File: config.mk
export PLATFORM = sky130hd
export DESIGN_NAME = port_power_overcurrent_ctl
export DESIGN_NICKNAME = d
export VERILOG_FILES = /design/src/core/port_power_pkg.sv /design/src/core/pin_sync2.sv /design/src/core/port_power_overcurrent_ctl.sv
export SDC_FILE = /design/constraint.sdc
export NUM_CORES = 1
export LEC_CHECK = 0
export BUFFER_PORTS_ARGS = -buffer_cell sky130_fd_sc_hd__buf_2
export CORE_UTILIZATION = 40
export DETAILED_ROUTE_END_ITERATION = 12
export SETUP_SLACK_MARGIN = 0.4
export SLEW_MARGIN = 20
export SYNTH_ARGS = -nofsm -noshare
export SYNTH_HDL_FRONTEND = slang
export SYNTH_SLANG_ARGS = --single-unit
File: constraint.sdc
create_clock -name clk -period 2.9 [get_ports clk]
set_input_delay 0.58 -clock clk [delete_from_list [all_inputs] [get_ports clk]]
set_output_delay 0.58 -clock clk [all_outputs]
set_load 0.005 [all_outputs]
File: src/core/port_power_pkg.sv
// Package: constants and types shared by the port power and overcurrent control logic
`default_nettype none
package port_power_pkg;
    // ------------------------------------------------------------
    // Port geometry
    // ------------------------------------------------------------
    localparam int NUM_PORTS = 7;          // Downstream ports 7..1
    localparam int PORT_LO = 1;            // Lowest port index
    localparam int PORT_HI = 7;            // Highest port index
    // ------------------------------------------------------------
    // Pin levels
    // ------------------------------------------------------------
    localparam logic PIN_LOW = 1'h0;       // Low voltage level
    localparam logic PIN_HIGH = 1'h1;      // High voltage level
    localparam logic OE_DRIVE = 1'h0;      // Output enable low means driving
    localparam logic OE_RELEASE = 1'h1;    // Output enable high means released
    // ------------------------------------------------------------
    // Timing
    // ------------------------------------------------------------
    localparam int CLK_HZ = 25_000_000;    // Core clock rate
    localparam int RENEG_NS = 1000;        // Upstream renegotiation pulse time
    localparam int RENEG_CYC = (RENEG_NS * (CLK_HZ / 1_000_000) + 999) / 1000;
    localparam logic [7:0] RENEG_LOAD = 8'(RENEG_CYC);
    localparam logic [7:0] CNT_ZERO = 8'h00;
    localparam logic [7:0] CNT_ONE = 8'h01;
    // ------------------------------------------------------------
    // Upstream connect state machine
    // ------------------------------------------------------------
    typedef enum logic [2:0] {
        UP_DETACHED = 3'b001,              // No upstream power
        UP_CONNECTED = 3'b010,             // Connected upstream
        UP_RENEGOTIATE = 3'b100            // Short restart of connect
    } up_state_type;
endpackage
`default_nettype wire

File: src/core/pin_sync2.sv
// Two-flop synchroniser for a vector of pin inputs
`default_nettype none
module pin_sync2 #(
    parameter int WIDTH = 1,
    parameter logic [WIDTH-1:0] RESET_VAL = '1  // Idle level of each pin
) (
    input wire logic clk,
    input wire logic nrst,
    input wire logic [WIDTH-1:0] async_in,
    output logic [WIDTH-1:0] sync_out
);
    // ------------------------------------------------------------
    // Synchroniser stages
    // ------------------------------------------------------------
    logic [WIDTH-1:0] meta_ff;             // First stage, read only by second
    logic [WIDTH-1:0] sync_ff;             // Second stage, safe to use

    // Both stages reset to the pin's idle level, so no false edge follows reset
    always_ff @(posedge clk or negedge nrst) begin
        if (!nrst) begin
            meta_ff <= RESET_VAL;
            sync_ff <= RESET_VAL;
        end else begin
            meta_ff <= async_in;
            sync_ff <= meta_ff;
        end
    end

    assign sync_out = sync_ff;
endmodule
`default_nettype wire

File: src/core/port_power_overcurrent_ctl.sv
// Downstream port power enable, overcurrent sense and upstream power detect logic
`default_nettype none
module port_power_overcurrent_ctl
    import port_power_pkg::*;
#(
    parameter int N_PORTS = port_power_pkg::NUM_PORTS
) (
    input wire logic clk,
    input wire logic nrst,
    input wire logic [N_PORTS:1] port_enable,
    input wire logic gang_mode,
    input wire logic [N_PORTS:1] oc_ack,
    input wire logic [N_PORTS:1] port_pin_in,
    output logic [N_PORTS:1] port_pin_out,
    output logic [N_PORTS:1] port_pin_oe_n,
    output logic [N_PORTS:1] port_pullup_en,
    input wire logic shared_power_control_in,
    output logic shared_power_control_out,
    output logic shared_power_control_oe_n,
    output logic shared_pullup_en,
    input wire logic upstream_power_detect,
    output logic upstream_connect,
    output logic upstream_reneg,
    output logic [N_PORTS:1] oc_flag,
    output logic gang_oc_flag
);
    import port_power_pkg::*;

    // ------------------------------------------------------------
    // Pin synchronisers
    // ------------------------------------------------------------
    logic [N_PORTS:1] port_pin_sync;       // Per-port pin level, synchronised
    logic [1:0] misc_raw;                  // Shared pin and detect, raw
    logic [1:0] misc_sync;                 // Shared pin and detect, synchronised

    assign misc_raw = {shared_power_control_in, upstream_power_detect};

    // Every pin passes two flops before any logic looks at it
    pin_sync2 #(.WIDTH(N_PORTS), .RESET_VAL({N_PORTS{PIN_HIGH}})) u_port_sync (
        .clk(clk),
        .nrst(nrst),
        .async_in(port_pin_in),
        .sync_out(port_pin_sync)
    );

    // Detect resets low (no power), so after reset a restart starts only once the real detect level reads high
    pin_sync2 #(.WIDTH(2), .RESET_VAL({PIN_HIGH, PIN_LOW})) u_misc_sync (
        .clk(clk),
        .nrst(nrst),
        .async_in(misc_raw),
        .sync_out(misc_sync)
    );

    // ------------------------------------------------------------
    // Decoded port power state
    // ------------------------------------------------------------
    logic shared_sync;                     // Shared pin level
    logic detect_sync;                     // Upstream detect level
    logic gang_on;                         // Any port enabled in gang mode
    logic [N_PORTS:1] per_port_on;         // Per-port mode enable
    logic [N_PORTS:1] oc_seen;             // Overcurrent seen this cycle
    logic gang_oc_seen;                    // Shared-pin overcurrent seen

    assign shared_sync = misc_sync[1];
    assign detect_sync = misc_sync[0];
    // Gang power stays on while any port wants power
    assign gang_on = gang_mode & (|port_enable);
    // Per-port pins only steer power outside gang mode
    assign per_port_on = gang_mode ? '0 : port_enable;
    // ------------------------------------------------------------
    // Per-port pin drive and overcurrent flags
    // ------------------------------------------------------------
    logic [N_PORTS:1] oe_n_ff;             // Pin release, registered
    logic [N_PORTS:1] pullup_ff;           // Pull-up enable, registered
    logic [N_PORTS:1] oc_ff;               // Latched overcurrent per port

    genvar p;
    generate
        for (p = PORT_LO; p <= N_PORTS; p++) begin : g_port
            // Released with pull-up when on, else driven low
            always_ff @(posedge clk or negedge nrst) begin
                if (!nrst) begin
                    oe_n_ff[p] <= OE_DRIVE;
                    pullup_ff[p] <= 1'b0;
                end else begin
                    oe_n_ff[p] <= per_port_on[p] ? OE_RELEASE : OE_DRIVE;
                    pullup_ff[p] <= per_port_on[p];
                end
            end

            // Sticky flag; a new event wins over the acknowledge
            always_ff @(posedge clk or negedge nrst) begin
                if (!nrst) begin
                    oc_ff[p] <= 1'b0;
                end else if (oc_seen[p]) begin
                    oc_ff[p] <= 1'b1;
                end else if (oc_ack[p]) begin
                    oc_ff[p] <= 1'b0;
                end
            end
        end
    endgenerate

    // Driven level is always low; only the enable changes
    always_ff @(posedge clk or negedge nrst) begin
        if (!nrst) begin
            port_pin_out <= '0;
            shared_power_control_out <= PIN_LOW;
        end else begin
            port_pin_out <= '0;
            shared_power_control_out <= PIN_LOW;
        end
    end

    assign port_pin_oe_n = oe_n_ff;
    assign port_pullup_en = pullup_ff;
    assign oc_flag = oc_ff;

    // ------------------------------------------------------------
    // Shared gang power pin
    // ------------------------------------------------------------
    logic shared_oe_n_ff;                  // Shared pin release
    logic shared_pu_ff;                    // Shared pin pull-up
    logic gang_oc_ff;                      // Latched gang overcurrent
    logic [N_PORTS:1] pu_d1_ff;            // Port release, one edge old
    logic [N_PORTS:1] pu_d2_ff;            // Port release, two edges old
    logic sh_d1_ff;                        // Shared release, one edge old
    logic sh_d2_ff;                        // Shared release, two edges old

    // A just-released pin reads low until the synchroniser catches up;
    // sensing that early would flag every enable as an overcurrent
    always_ff @(posedge clk or negedge nrst) begin
        if (!nrst) begin
            pu_d1_ff <= '0;
            pu_d2_ff <= '0;
            sh_d1_ff <= 1'b0;
            sh_d2_ff <= 1'b0;
        end else begin
            pu_d1_ff <= pullup_ff;
            pu_d2_ff <= pu_d1_ff;
            sh_d1_ff <= shared_pu_ff;
            sh_d2_ff <= sh_d1_ff;
        end
    end

    // Low on a settled released pin is overcurrent (active low)
    assign oc_seen = pullup_ff & pu_d1_ff & pu_d2_ff & ~port_pin_sync;
    // Same test on the shared pin in gang mode
    assign gang_oc_seen = shared_pu_ff & sh_d1_ff & sh_d2_ff & (shared_sync == PIN_LOW);

    // Shared pin behaves as one port control for all ports
    always_ff @(posedge clk or negedge nrst) begin
        if (!nrst) begin
            shared_oe_n_ff <= OE_DRIVE;
            shared_pu_ff <= 1'b0;
        end else begin
            shared_oe_n_ff <= gang_on ? OE_RELEASE : OE_DRIVE;
            shared_pu_ff <= gang_on;
        end
    end

    // Any acknowledge clears gang flag; new event still wins
    always_ff @(posedge clk or negedge nrst) begin
        if (!nrst) begin
            gang_oc_ff <= 1'b0;
        end else if (gang_oc_seen) begin
            gang_oc_ff <= 1'b1;
        end else if (|oc_ack) begin
            gang_oc_ff <= 1'b0;
        end
    end

    assign shared_power_control_oe_n = shared_oe_n_ff;
    assign shared_pullup_en = shared_pu_ff;
    assign gang_oc_flag = gang_oc_ff;

    // ------------------------------------------------------------
    // Upstream connect control
    // ------------------------------------------------------------
    up_state_type state_ff;                // Upstream connect state
    up_state_type nxt_state;               // Next upstream state
    logic [7:0] reneg_cnt_ff;              // Renegotiation pulse timer
    logic [7:0] nxt_reneg_cnt;             // Next timer value
    logic connect_ff;                      // Registered connect output
    logic reneg_ff;                        // Registered renegotiate output
    logic detect_high;                     // Upstream power present

    // Detect is active high: high level means bus power present
    assign detect_high = (detect_sync == PIN_HIGH);

    // Loss of power drops the link; return goes via a short restart,
    // so a host toggle renegotiates without resetting the hub
    always_comb begin
        nxt_state = state_ff;
        nxt_reneg_cnt = reneg_cnt_ff;
        case (state_ff)
            UP_DETACHED: begin
                if (detect_high) begin
                    nxt_state = UP_RENEGOTIATE;
                    nxt_reneg_cnt = RENEG_LOAD;
                end
            end
            UP_RENEGOTIATE: begin
                if (!detect_high) begin
                    nxt_state = UP_DETACHED;
                end else if (reneg_cnt_ff <= CNT_ONE) begin
                    nxt_state = UP_CONNECTED;
                    nxt_reneg_cnt = CNT_ZERO;
                end else begin
                    nxt_reneg_cnt = reneg_cnt_ff - CNT_ONE;
                end
            end
            UP_CONNECTED: begin
                if (!detect_high) begin
                    nxt_state = UP_DETACHED;
                end
            end
            default: begin
                nxt_state = UP_DETACHED;
            end
        endcase
    end

    // State register; only this machine restarts, port state survives
    always_ff @(posedge clk or negedge nrst) begin
        if (!nrst) begin
            state_ff <= UP_DETACHED;
            reneg_cnt_ff <= CNT_ZERO;
            connect_ff <= 1'b0;
            reneg_ff <= 1'b0;
        end else begin
            state_ff <= nxt_state;
            reneg_cnt_ff <= nxt_reneg_cnt;
            connect_ff <= (nxt_state == UP_CONNECTED);
            reneg_ff <= (nxt_state == UP_RENEGOTIATE);
        end
    end

    assign upstream_connect = connect_ff;
    assign upstream_reneg = reneg_ff;
endmodule
`default_nettype wire

==> impl_summary.log, run 1 <==
[metrics] remaining number of nets flagged by the antenna check after routing: 0
[metrics] final standard cell utilization of the core: just over 50%
[metrics] Min Hold Slack: roughly 0.2 ns
[metrics] final routed wire length divided by cell count: ~14 µm
[metrics] slew at the pin closest to its max-slew limit: between 0.6 and 0.7 ns
[metrics] met1 routing resource usage after global routing: between 20% and 30%
[metrics] H-tree level count: 3
[metrics] Diodes inserted: 0
[metrics] post-route fraction of the period consumed by the critical path: between 70% and 80%
[metrics] die width: between 70 and 80 µm
[metrics] weighted congestion at the end of routability-driven global placement: 0.845
[metrics] post-synthesis async set-or-reset flop share: between 90% and 100%
[metrics] detailed-route wire length: between 4 and 5 mm
[metrics] final cell count without fillers: 305
[metrics] number of cells in the design after placement: about 290
[metrics] area of placed instances: ~2600 µm²
[metrics] power density over the cells: just under 700 nW/µm²
[metrics] flip-flop and latch count after synthesis: between 60 and 70
[metrics] setup slack of the worst register-to-register path: a little under 0.7 ns
[metrics] Via-to-Cell Ratio: ~4.7
[metrics] critical path class: flip-flop to flip-flop
[metrics] CTS-repair resized insts: 0
[metrics] worst reg2reg startpoint: reneg_cnt_ff[0]
[metrics] maximum number of pins on one net before global-route repair: 23
[metrics] Warnings, synthesis: 0
[metrics] worst setup margin: 0.687 ns
[metrics] number of vias in the routed layout: 1,433
[metrics] global router's overall resource usage: ~15%
[metrics] setup slack after placement: 0.678 ns
[metrics] Setup TNS: 0 ns
[metrics] Ports: 60
[metrics] run status: finished clean
[metrics] fraction of post-synthesis cell area in the top cell type by area: roughly half
[metrics] global-route wire length before repair: 7.05 mm
[metrics] portion of the post-synthesis area used by sequential elements: between 60% and 70%
[metrics] number of instances in the synthesized netlist: approximately 180
[metrics] CTS root buf: clkbuf_8
[metrics] crit path time final: between 2 and 2.5 ns
[metrics] post-CTS setup buffers: 0
[metrics] clock tree from TritonCTS: yes
[metrics] destination of the critical timing path: reneg_cnt_ff[5]
[metrics] DIE HEIGHT: between 70 and 80 µm
[metrics] critical path startpoint: reneg_cnt_ff[0]
[metrics] Crit path arrival time: ~2.5 ns
[metrics] initial antenna violation count: 0
[metrics] Longest Clk Path Bufs: 2
[metrics] leak pwr: approximately 1.3 nW
[metrics] post-synthesis average cell area: between 10 and 15 µm²
[metrics] most area-consuming cells after synthesis: dfrtp_1 (49%), dfstp_2 (19%), buf_4 (5.5%)
[metrics] sort of element at the start of the critical path: flip-flop
[metrics] area overhead of the layout relative to synthesis: 20.3%
[metrics] post-CTS clock slew at the launch and capture registers of the worst setup and hold paths: 0.07 ns
[metrics] area of the mapped netlist: about 2300 µm²
[metrics] cell type with the largest total area after synthesis: dfrtp_1
[metrics] number of unique standard cell types used by synthesis: 38
[metrics] most congested layer reported by global routing: met2
[metrics] peak supply drop: ~380 µV
[metrics] Fmax: around 0.45 GHz
[metrics] area enclosed by the die boundary: ~6100 µm²
[metrics] fraction of met2 tracks used by global routing: between 20% and 30%
[metrics] HPWL after detailed placement: 3.00 mm
[metrics] initial standard-cell utilization of the core: between 40% and 50%
[metrics] reg-to-reg endpoint: reneg_cnt_ff[5]
[metrics] number of global-route vias before repair: roughly 1,500
[metrics] number of enable flip-flop cells after synthesis: 0
[metrics] total clock sinks: between 60 and 70
[metrics] Worst Skew: just over 0.006 ns
[metrics] class of the most critical hold timing path: primary input to async pin
[metrics] 1st-iter DRT viols: just over 90
[metrics] FF-to-FF path depth: 6
[metrics] worst-path maximum fanout: 11
[metrics] CP Data Required Time: approximately 3.2 ns
[metrics] count of maximum capacitance violations: 0
[metrics] count of input and output buffers: a little over 50
[metrics] worst-case headroom to the max-slew limit: 53.4%
[metrics] final slew viol count: 0
[metrics] Final Hold Viols: 0
[metrics] number of rows created at floorplan: 27
[metrics] fin area: around 2800 µm²
[metrics] count of TritonRoute iterations in the first routing pass: 4
[metrics] final total power: between 1.5 and 2 mW
[metrics] number of setup violations in the final report: 0
[metrics] source-to-sink clock delay at the later pin of the worst-skew pair: 0.33 ns
[metrics] hold buffers post-CTS: 0
[metrics] RSZ-0062 raised after global routing: false
[metrics] met3 track demand over resource: between 3 and 4%
[metrics] core footprint: between 5000 and 6000 µm²
[metrics] Crit. End Element: flip-flop
[metrics] GR Overflow Total: 0
[metrics] drt drc: 0
[metrics] Top FF cell, synth: dfrtp_1
[metrics] clock buffers created by TritonCTS: 9
[metrics] fraction of final layout cells with drive strength greater than 1: 39.1%
[metrics] layout net count: 256
[report_power, final]
part / total (mW) / switching [mW] / internal (mW) / leakage [nW]
Sequential: 0.972 / 0.0377 / 0.934 / 0.769
Combinational: 0.144 / 0.0789 / 0.0646 / 0.446
Clock: 0.803 / 0.312 / 0.491 / 0.109
[layout by cell type, fill, tap and decap left out, types with 3 or more instances in the layout]
cell type,netlist,final
nor3_1,3,3
inv_1,9,9
nor2_1,7,7
o21ai_0,14,14
buf_2,1,51
dfstp_2,17,17
a21oi_1,5,5
dfrtp_1,46,46
conb_1,1,8
clkbuf_8,0,13
nor2b_1,9,9
nand4b_1,8,8
nand2b_1,4,4
nor4_1,3,3
[layout make-up]
class | instances | area, µm²
clock buffer | 14 | 183
inverter | 9 | 33.8
sequential | 63 | 1600
fill | 510 | 2770
timing repair buffer | 53 | 270
tap | 72 | 90.1
clock inverter | 2 | 37.5
multi-input combinational | 92 | 597
[flip-flops by register name, summed over array words and instances, names as in the netlist, 2 cells and up]
name	flops
state_ff	3
pu_d1_ff	7
port_pin_oe_n	7
u_port_sync.meta_ff	7
reneg_cnt_ff	8
pu_d2_ff	7
u_misc_sync.meta_ff	2
u_port_sync.sync_out	7
oc_flag	7
u_misc_sync.sync_out	2
[critical path, cell delays in order, from the launching register on]
cell	delay, ns
dfrtp_1	0.42
inv_1	0.11
ha_1	0.24
or2_2	0.30
a311oi_2	0.60
a21bo_2	0.30
a31oi_1	0.17
[cell families after synthesis]
family	synth area share [%]
flip-flops	68.4
AND/OR/NAND/NOR	13.7
AO/OA/AOI/OAI	8.31
buffers and inverters	7.13
adder cells (fa/ha/maj)	1.07
XOR/XNOR	0.750
other	0.161
multiplexers	0.429
[worst min-delay path by stage]
stage	startpoint	to	slack, ns	cells after the start
2_1_floorplan	nrst	gang_oc_flag	0.28	0
3_3_place_gp	u_misc_sync.meta_ff[0]	u_misc_sync.sync_out[0]	0.33	0
3_5_place_dp	u_misc_sync.meta_ff[0]	u_misc_sync.sync_out[0]	0.34	0
4_1_cts	nrst	oc_flag[6]	0.20	1
5_1_grt	nrst	pu_d2_ff[6]	0.22	1
6_report	nrst	oc_flag[6]	0.20	1
[routing by layer]
| layer | vias to the layer above | routed length (µm) |
|---|---|---|
| met3 | 9 | 160 |
| met5 | - | 0 |
| met4 | 0 | 93 |
| met2 | 40 | 1890 |
| met1 | 695 | 1970 |
| li1 | 689 | - |
[cells in the mapped netlist, types with 3 or more instances]
cell type	count
nand2b_1	4
dfrtp_1	46
buf_4	17
nor3_1	3
a21oi_1	5
inv_1	9
nand4b_1	8
dfstp_2	17
nor2_1	7
o21ai_0	14
nor2b_1	9
nor4_1	3
Note: power is estimated with default switching activity, not from simulation.
==> inputs of run 2 (changes only) <==
--- a/config.mk
+++ b/config.mk
@@ -8,6 +8,7 @@
 export BUFFER_PORTS_ARGS = -buffer_cell sky130_fd_sc_hd__buf_2
 export CORE_UTILIZATION = 40
 export DETAILED_ROUTE_END_ITERATION = 12
+export PLACE_DENSITY = 0.66
 export SETUP_SLACK_MARGIN = 0.4
 export SLEW_MARGIN = 20
 export SYNTH_ARGS = -nofsm -noshare
==> constraint.sdc (replaced) <==
create_clock -name clk -period 1.9 [get_ports clk]
set_input_delay 0.38 -clock clk [delete_from_list [all_inputs] [get_ports clk]]
set_output_delay 0.38 -clock clk [all_outputs]
set_load 0.005 [all_outputs]
==> run 2 against run 1 <==
  * Critical path depth stayed put
  * Combinational power is 130% higher
  * Sequential share of layout area is 3.2 points lower
  * Power is 51% higher
  * Global-route usage is 0.93 points lower
  * Sequential power is 52% higher
  * Non-clock buffer count is 13 higher
  * Die area stayed put
  * Register-to-register slack worse by 0.43 ns
  * Maximum frequency is 35% higher
  * Routed wire length is 0.29% higher
  * Utilization is 3.1 points higher
==> impl_summary.log, run 2 (same netlist as run 1, synthesis figures left out) <==
[metrics] run status: finished clean
[metrics] class of the most critical hold timing path: primary input to async pin
[metrics] DIE HEIGHT: roughly 78 µm
[metrics] initial antenna violation count: 0
[metrics] drt drc: 0
[metrics] count of buffer and inverter cells on the critical path: 1
[metrics] critical path class: flip-flop to flip-flop
[metrics] most common library cell in the layout ignoring fill and taps: buf_2
[metrics] Ports: 60
[metrics] weighted congestion at the end of routability-driven global placement: around 0.76
[metrics] FF-to-FF path depth: 6
[metrics] initial standard-cell utilization of the core: between 40% and 50%
[metrics] number of rows created at floorplan: 27
[metrics] fin area: ~3000 µm²
[metrics] number of setup violations in the final report: 0
[metrics] final cell count without fillers: between 300 and 400
[metrics] leak pwr: roughly 1.4 nW
[metrics] peak supply drop: a little under 700 µV
[metrics] worst reg2reg startpoint: reneg_cnt_ff[0]
[metrics] area of placed instances: 2650 µm²
[metrics] setup slack of the worst register-to-register path: between 0.2 and 0.3 ns
[metrics] sort of element at the start of the critical path: flip-flop
[metrics] Longest Clk Path Bufs: 2
[metrics] Diodes inserted: 0
[metrics] power density over the cells: 971 nW/µm²
[metrics] layout net count: about 270
[metrics] global-route wire length before repair: ~6.6 mm
[metrics] RSZ-0062 raised after global routing: true
[metrics] Slowest-stage cell, CP: dfrtp_2
[metrics] Crit. path cell count: 6
[metrics] source-to-sink clock delay at the later pin of the worst-skew pair: roughly 0.33 ns
[metrics] global router's overall resource usage: ~15%
[metrics] maximum number of pins on one net before global-route repair: 25
[metrics] delay contributed by the slowest stage of the critical path: roughly 0.45 ns
[metrics] final standard cell utilization of the core: 53.4%
[metrics] Via-to-Cell Ratio: roughly 4.7
[metrics] largest register by flop count: reneg_cnt_ff
[metrics] post-CTS clock slew at the launch and capture registers of the worst setup and hold paths: 0.07 ns
[metrics] post-route fraction of the period consumed by the critical path: 86.4%
[metrics] crit path time final: 1.64 ns
[metrics] Crit path arrival time: 1.89 ns
[metrics] Largest register FFs: 8
[metrics] Crit. End Element: flip-flop
[metrics] reg-to-reg endpoint: reneg_cnt_ff[5]
[metrics] GR Overflow Total: 0
[metrics] remaining number of nets flagged by the antenna check after routing: 0
[metrics] final routed wire length divided by cell count: about 13 µm
[metrics] Worst Skew: 0.00711 ns
[metrics] CP Data Required Time: between 2 and 2.5 ns
[metrics] HPWL after detailed placement: about 2.8 mm
[metrics] Fmax: between 0.6 and 0.7 GHz
[metrics] area enclosed by the die boundary: ~6100 µm²
[metrics] Final Hold Viols: 0
[metrics] clock buffers created by TritonCTS: 9
[metrics] setup slack after placement: roughly 0.1 ns
[metrics] Top delay family on crit path: compound AO/OA/AOI/OAI gates
[metrics] final slew viol count: 0
[metrics] final total power: between 2 and 3 mW
[metrics] number of vias in the routed layout: ~1,500
[metrics] die width: a little under 80 µm
[metrics] H-tree level count: 3
[metrics] worst-path maximum fanout: 4
[metrics] worst setup margin: roughly 0.26 ns
[metrics] fraction of final layout cells with drive strength greater than 1: a little under half
[metrics] worst-case headroom to the max-slew limit: 66.2%
[metrics] count of TritonRoute iterations in the first routing pass: 4
[metrics] clock tree from TritonCTS: yes
[metrics] critical path cell sequence: ha_2 -> or2_4 -> a311oi_4 -> buf_4 -> a41oi_2 -> a31oi_1
[metrics] number of global-route vias before repair: 1,356
[metrics] most used cells in the layout excluding fill and tap cells: buf_2 (51), dfrtp_1 (45), dfstp_2 (17)
[metrics] count of input and output buffers: between 50 and 60
[metrics] area overhead of the layout relative to synthesis: 27.6%
[metrics] count of maximum capacitance violations: 0
[metrics] CTS root buf: clkbuf_8
[metrics] detailed-route wire length: about 4.1 mm
[metrics] total clock sinks: between 60 and 70
[metrics] 1st-iter DRT viols: 69
[metrics] slew at the pin closest to its max-slew limit: roughly 0.51 ns
[metrics] core footprint: around 5600 µm²
[metrics] number of cells in the design after placement: 290
[metrics] Setup TNS: 0 ns
[metrics] Min Hold Slack: between 0.015 and 0.02 ns
[run 2: cell count changes in the layout (fill, tap and decap cells not counted), sizes merged]
| cell | before | now |
|---|---|---|
| clkbuf | 14 | 10 |
| clkinv | 0 | 4 |
| buf | 53 | 66 |
[run 2: worst max path at each step]
stage                         start         endpoint  slack [ns]
global route        reneg_cnt_ff[0]  reneg_cnt_ff[7]        0.17
floorplan           reneg_cnt_ff[0]  reneg_cnt_ff[5]        0.30
detailed placement  reneg_cnt_ff[0]  reneg_cnt_ff[6]         0.1
CTS                 reneg_cnt_ff[1]  reneg_cnt_ff[7]        0.31
global placement    reneg_cnt_ff[0]  reneg_cnt_ff[6]        0.17
finish              reneg_cnt_ff[0]  reneg_cnt_ff[5]        0.26
[run 2: worst register-to-register path: cells and delay by family (launching register included)]
kind	cells	cell delay [ns]
buf+inv	1	0.17
fa+ha+maj	1	0.18
compound gates	3	0.52
simple gates	1	0.25
flops	1	0.45
[run 2: area by class of cell]
cell class | instances | area (µm²)
clock buffers | 10 | 128
clock inverters | 6 | 61.3
fillers | 488 | 2590
inverters | 9 | 36.3
multi-input cells | 92 | 656
flip-flops and latches | 63 | 1600
well taps | 72 | 90.1
repair buffers | 66 | 409
[run 2: where the power goes]
group	total, mW	switching, mW	internal [mW]
Combinational	0.326	0.154	0.172
Clock	1.09	0.485	0.601
Sequential	1.48	0.0548	1.43
Total	2.89	0.694	2.20
[run 2: what timing repair did]
action	in CTS	in global routing
hold buffers	0	0
pin swaps	5	0
gates resized for setup	8	4
setup buffers	7	5
setup endpoints to repair	9	10
[run 2: per-layer routing]
layer	share of wire [%]	GRT usage [%]	wire [µm]
met1	46	19.0	1920
met2	47	21.6	1960
met3	5.9	6.63	243
met4	0.29	4.44	12
met5	0	0	0
==> inputs of run 3 (changes only) <==
--- a/config.mk
+++ b/config.mk
@@ -6,8 +6,11 @@
 export NUM_CORES = 1
 export LEC_CHECK = 0
 export BUFFER_PORTS_ARGS = -buffer_cell sky130_fd_sc_hd__buf_2
+export CAP_MARGIN = 15
 export CORE_UTILIZATION = 40
+export CTS_BUF_LIST = sky130_fd_sc_hd__clkbuf_4 sky130_fd_sc_hd__clkbuf_8 sky130_fd_sc_hd__clkbuf_16
 export DETAILED_ROUTE_END_ITERATION = 12
+export HOLD_SLACK_MARGIN = 0.15
 export PLACE_DENSITY = 0.66
 export SETUP_SLACK_MARGIN = 0.4
 export SLEW_MARGIN = 20
==> run 3 against run 2 <==
  * Critical path depth did not move
  * Sequential cell count did not move
  * Power rose by 1.1%
  * Non-clock buffer count rose by 10
  * Register-to-register slack barely moved
  * Cell area rose by 3.5%
  * Clock skew barely moved
  * Final cell count rose by 3.1%
  * Via count rose by 2.0%
  * Setup slack barely moved
  * Combinational power rose by 5%
  * Critical path type unchanged
==> impl_summary.log, run 3 (same netlist as run 1, synthesis figures left out) <==
[metrics] number of rows created at floorplan: 27
[metrics] DIE HEIGHT: 78.4 µm
[metrics] Largest register FFs: 8
[metrics] Worst Skew: ~0.0072 ns
[metrics] power density over the cells: between 900 and 1000 nW/µm²
[metrics] HPWL after detailed placement: approximately 2.8 mm
[metrics] CP Data Required Time: between 2 and 2.5 ns
[metrics] GR Overflow Total: 0
[metrics] final cell count without fillers: approximately 330
[metrics] Final Hold Viols: 0
[metrics] delay contributed by the slowest stage of the critical path: 0.45 ns
[metrics] Fill cells: 478
[metrics] drt drc: 0
[metrics] count of TritonRoute iterations in the first routing pass: 4
[metrics] 1st-iter DRT viols: 68
[metrics] final total power: slightly below 3 mW
[metrics] area enclosed by the die boundary: slightly above 6000 µm²
[metrics] global router's overall resource usage: roughly 15%
[metrics] area of all sequential standard cells: 1600 µm²
[metrics] area overhead of the layout relative to synthesis: 32.0%
[metrics] worst hold path depth: 2
[metrics] class of the most critical hold timing path: primary input to flip-flop
[metrics] number of vias in the routed layout: 1,509
[metrics] Crit. End Element: flip-flop
[metrics] Ports: 60
[metrics] Via-to-Cell Ratio: roughly 4.6
[metrics] final routed wire length divided by cell count: 12.8 µm
[metrics] clock buffers created by TritonCTS: 9
[metrics] fraction of final layout cells with drive strength greater than 1: a little under half
[metrics] clock tree from TritonCTS: yes
[metrics] leak pwr: 1.45 nW
[metrics] Slowest-stage cell, CP: dfrtp_2
[metrics] number of setup violations in the final report: 0
[metrics] total clock sinks: 63
[metrics] count of input and output buffers: slightly above 50
[metrics] worst-path maximum fanout: 4
[metrics] setup slack of the worst register-to-register path: between 0.2 and 0.3 ns
[metrics] area of the multi-input gates: 656 µm²
[metrics] source-to-sink clock delay at the later pin of the worst-skew pair: between 0.3 and 0.4 ns
[metrics] global-route wire length before repair: approximately 6.7 mm
[metrics] critical path class: flip-flop to flip-flop
[metrics] worst-case headroom to the max-slew limit: approximately two thirds
[metrics] peak supply drop: about 690 µV
[metrics] Setup TNS: 0 ns
[metrics] worst setup margin: about 0.26 ns
[metrics] run status: finished clean
[metrics] crit path time final: around 1.6 ns
[metrics] core footprint: between 5000 and 6000 µm²
[metrics] most used cells in the layout excluding fill and tap cells: buf_2 (51), dfrtp_1 (45), dfstp_2 (17)
[metrics] initial antenna violation count: 0
[metrics] largest register by flop count: reneg_cnt_ff
[metrics] Min Hold Slack: between 0.2 and 0.3 ns
[metrics] Crit path arrival time: between 1.5 and 2 ns
[metrics] FF-to-FF path depth: 6
[metrics] setup slack after placement: between 0.09 and 0.1 ns
[metrics] post-route fraction of the period consumed by the critical path: between 80% and 90%
[metrics] number of cells in the design after placement: 290
[metrics] H-tree level count: 3
[metrics] Fmax: ~0.61 GHz
[metrics] die width: between 70 and 80 µm
[metrics] initial standard-cell utilization of the core: between 40% and 50%
[metrics] Longest Clk Path Bufs: 2
[metrics] weighted congestion at the end of routability-driven global placement: around 0.76
[metrics] detailed-route wire length: ~4.2 mm
[metrics] critical path cell sequence: ha_2 -> or2_4 -> a311oi_4 -> buf_4 -> a41oi_2 -> a31oi_1
[metrics] Diodes inserted: 0
[metrics] count of maximum capacitance violations: 0
[metrics] remaining number of nets flagged by the antenna check after routing: 0
[metrics] RSZ-0062 raised after global routing: true
[metrics] layout net count: around 280
[metrics] maximum number of pins on one net before global-route repair: 25
[metrics] sort of element at the start of the critical path: flip-flop
[metrics] CTS root buf: clkbuf_8
[metrics] final slew viol count: 0
[metrics] post-CTS clock slew at the launch and capture registers of the worst setup and hold paths: around 0.07 ns
[metrics] slew at the pin closest to its max-slew limit: 0.509 ns
[metrics] most common library cell in the layout ignoring fill and taps: buf_2
[metrics] number of global-route vias before repair: between 1,000 and 1,500
## run 3: changes by cell type in the layout (fill, tap and decap cells not counted)
cell           previous run  this run
clkbuf_1                  1         0
clkbuf_4                  0         1
dlygate4sd3_1             0        10
## run 3: timing repair
item / in CTS / in global routing
resized for setup: 8 / 4
endpoints found under the setup margin: 9 / 10
hold buffers: 10 / 0
buffers inserted: 7 / 5
endpoints found under the hold margin: 22 / 0
pin swaps: 5 / 0
## run 3: where the power goes
group	switching (mW)	internal, mW
Combinational	0.157	0.185
Sequential	0.0549	1.43
Clock	0.485	0.615
Total	0.697	2.23
## run 3: path summary, 6_finish.rpt
path / from / endpoint
min: oc_ack[1] / oc_flag[1]
max in group asynchronous: nrst / u_port_sync.meta_ff[3]
min reg2reg: u_port_sync.meta_ff[5] / u_port_sync.sync_out[5]
max reg2reg: reneg_cnt_ff[0] / reneg_cnt_ff[5]
max: reneg_cnt_ff[0] / reneg_cnt_ff[5]
min in group asynchronous: nrst / pu_d2_ff[7]
## run 3: layer usage
| metal | routed length, µm | GRT usage, % | vias up |
|---|---|---|---|
| met3 | 257 | 6.74 | 4 |
| met1 | 1940 | 19.1 | 721 |
| met5 | 0 | 0 | - |
| li1 | - | - | 734 |
| met4 | 12 | 4.44 | 0 |
| met2 | 1990 | 21.9 | 50 |
## run 3: critical path: cells and delay by family, from the launching register on
kind | cells | cell delay, ns
flops | 1 | 0.45
compound gates | 3 | 0.52
fa+ha+maj | 1 | 0.18
buf+inv | 1 | 0.17
simple gates | 1 | 0.25
## run 3: area by class of cell
cell class | count | area share (%)
Clock inverter | 6 | 1.99
Inverter | 9 | 1.18
Timing Repair Buffer | 76 | 16.5
Sequential cell | 63 | 51.9
Multi-Input combinational cell | 92 | 21.3
Tap cell | 72 | 2.92
Clock buffer | 10 | 4.26
## run 3: metrics by stage
stage,area (µm²),utilization [%]
after floorplan,2390,-
after global placement,2650,47.5
after detailed placement,2650,47.5
after CTS,3020,54.1
after global routing,3080,55.3
final,3080,55.3
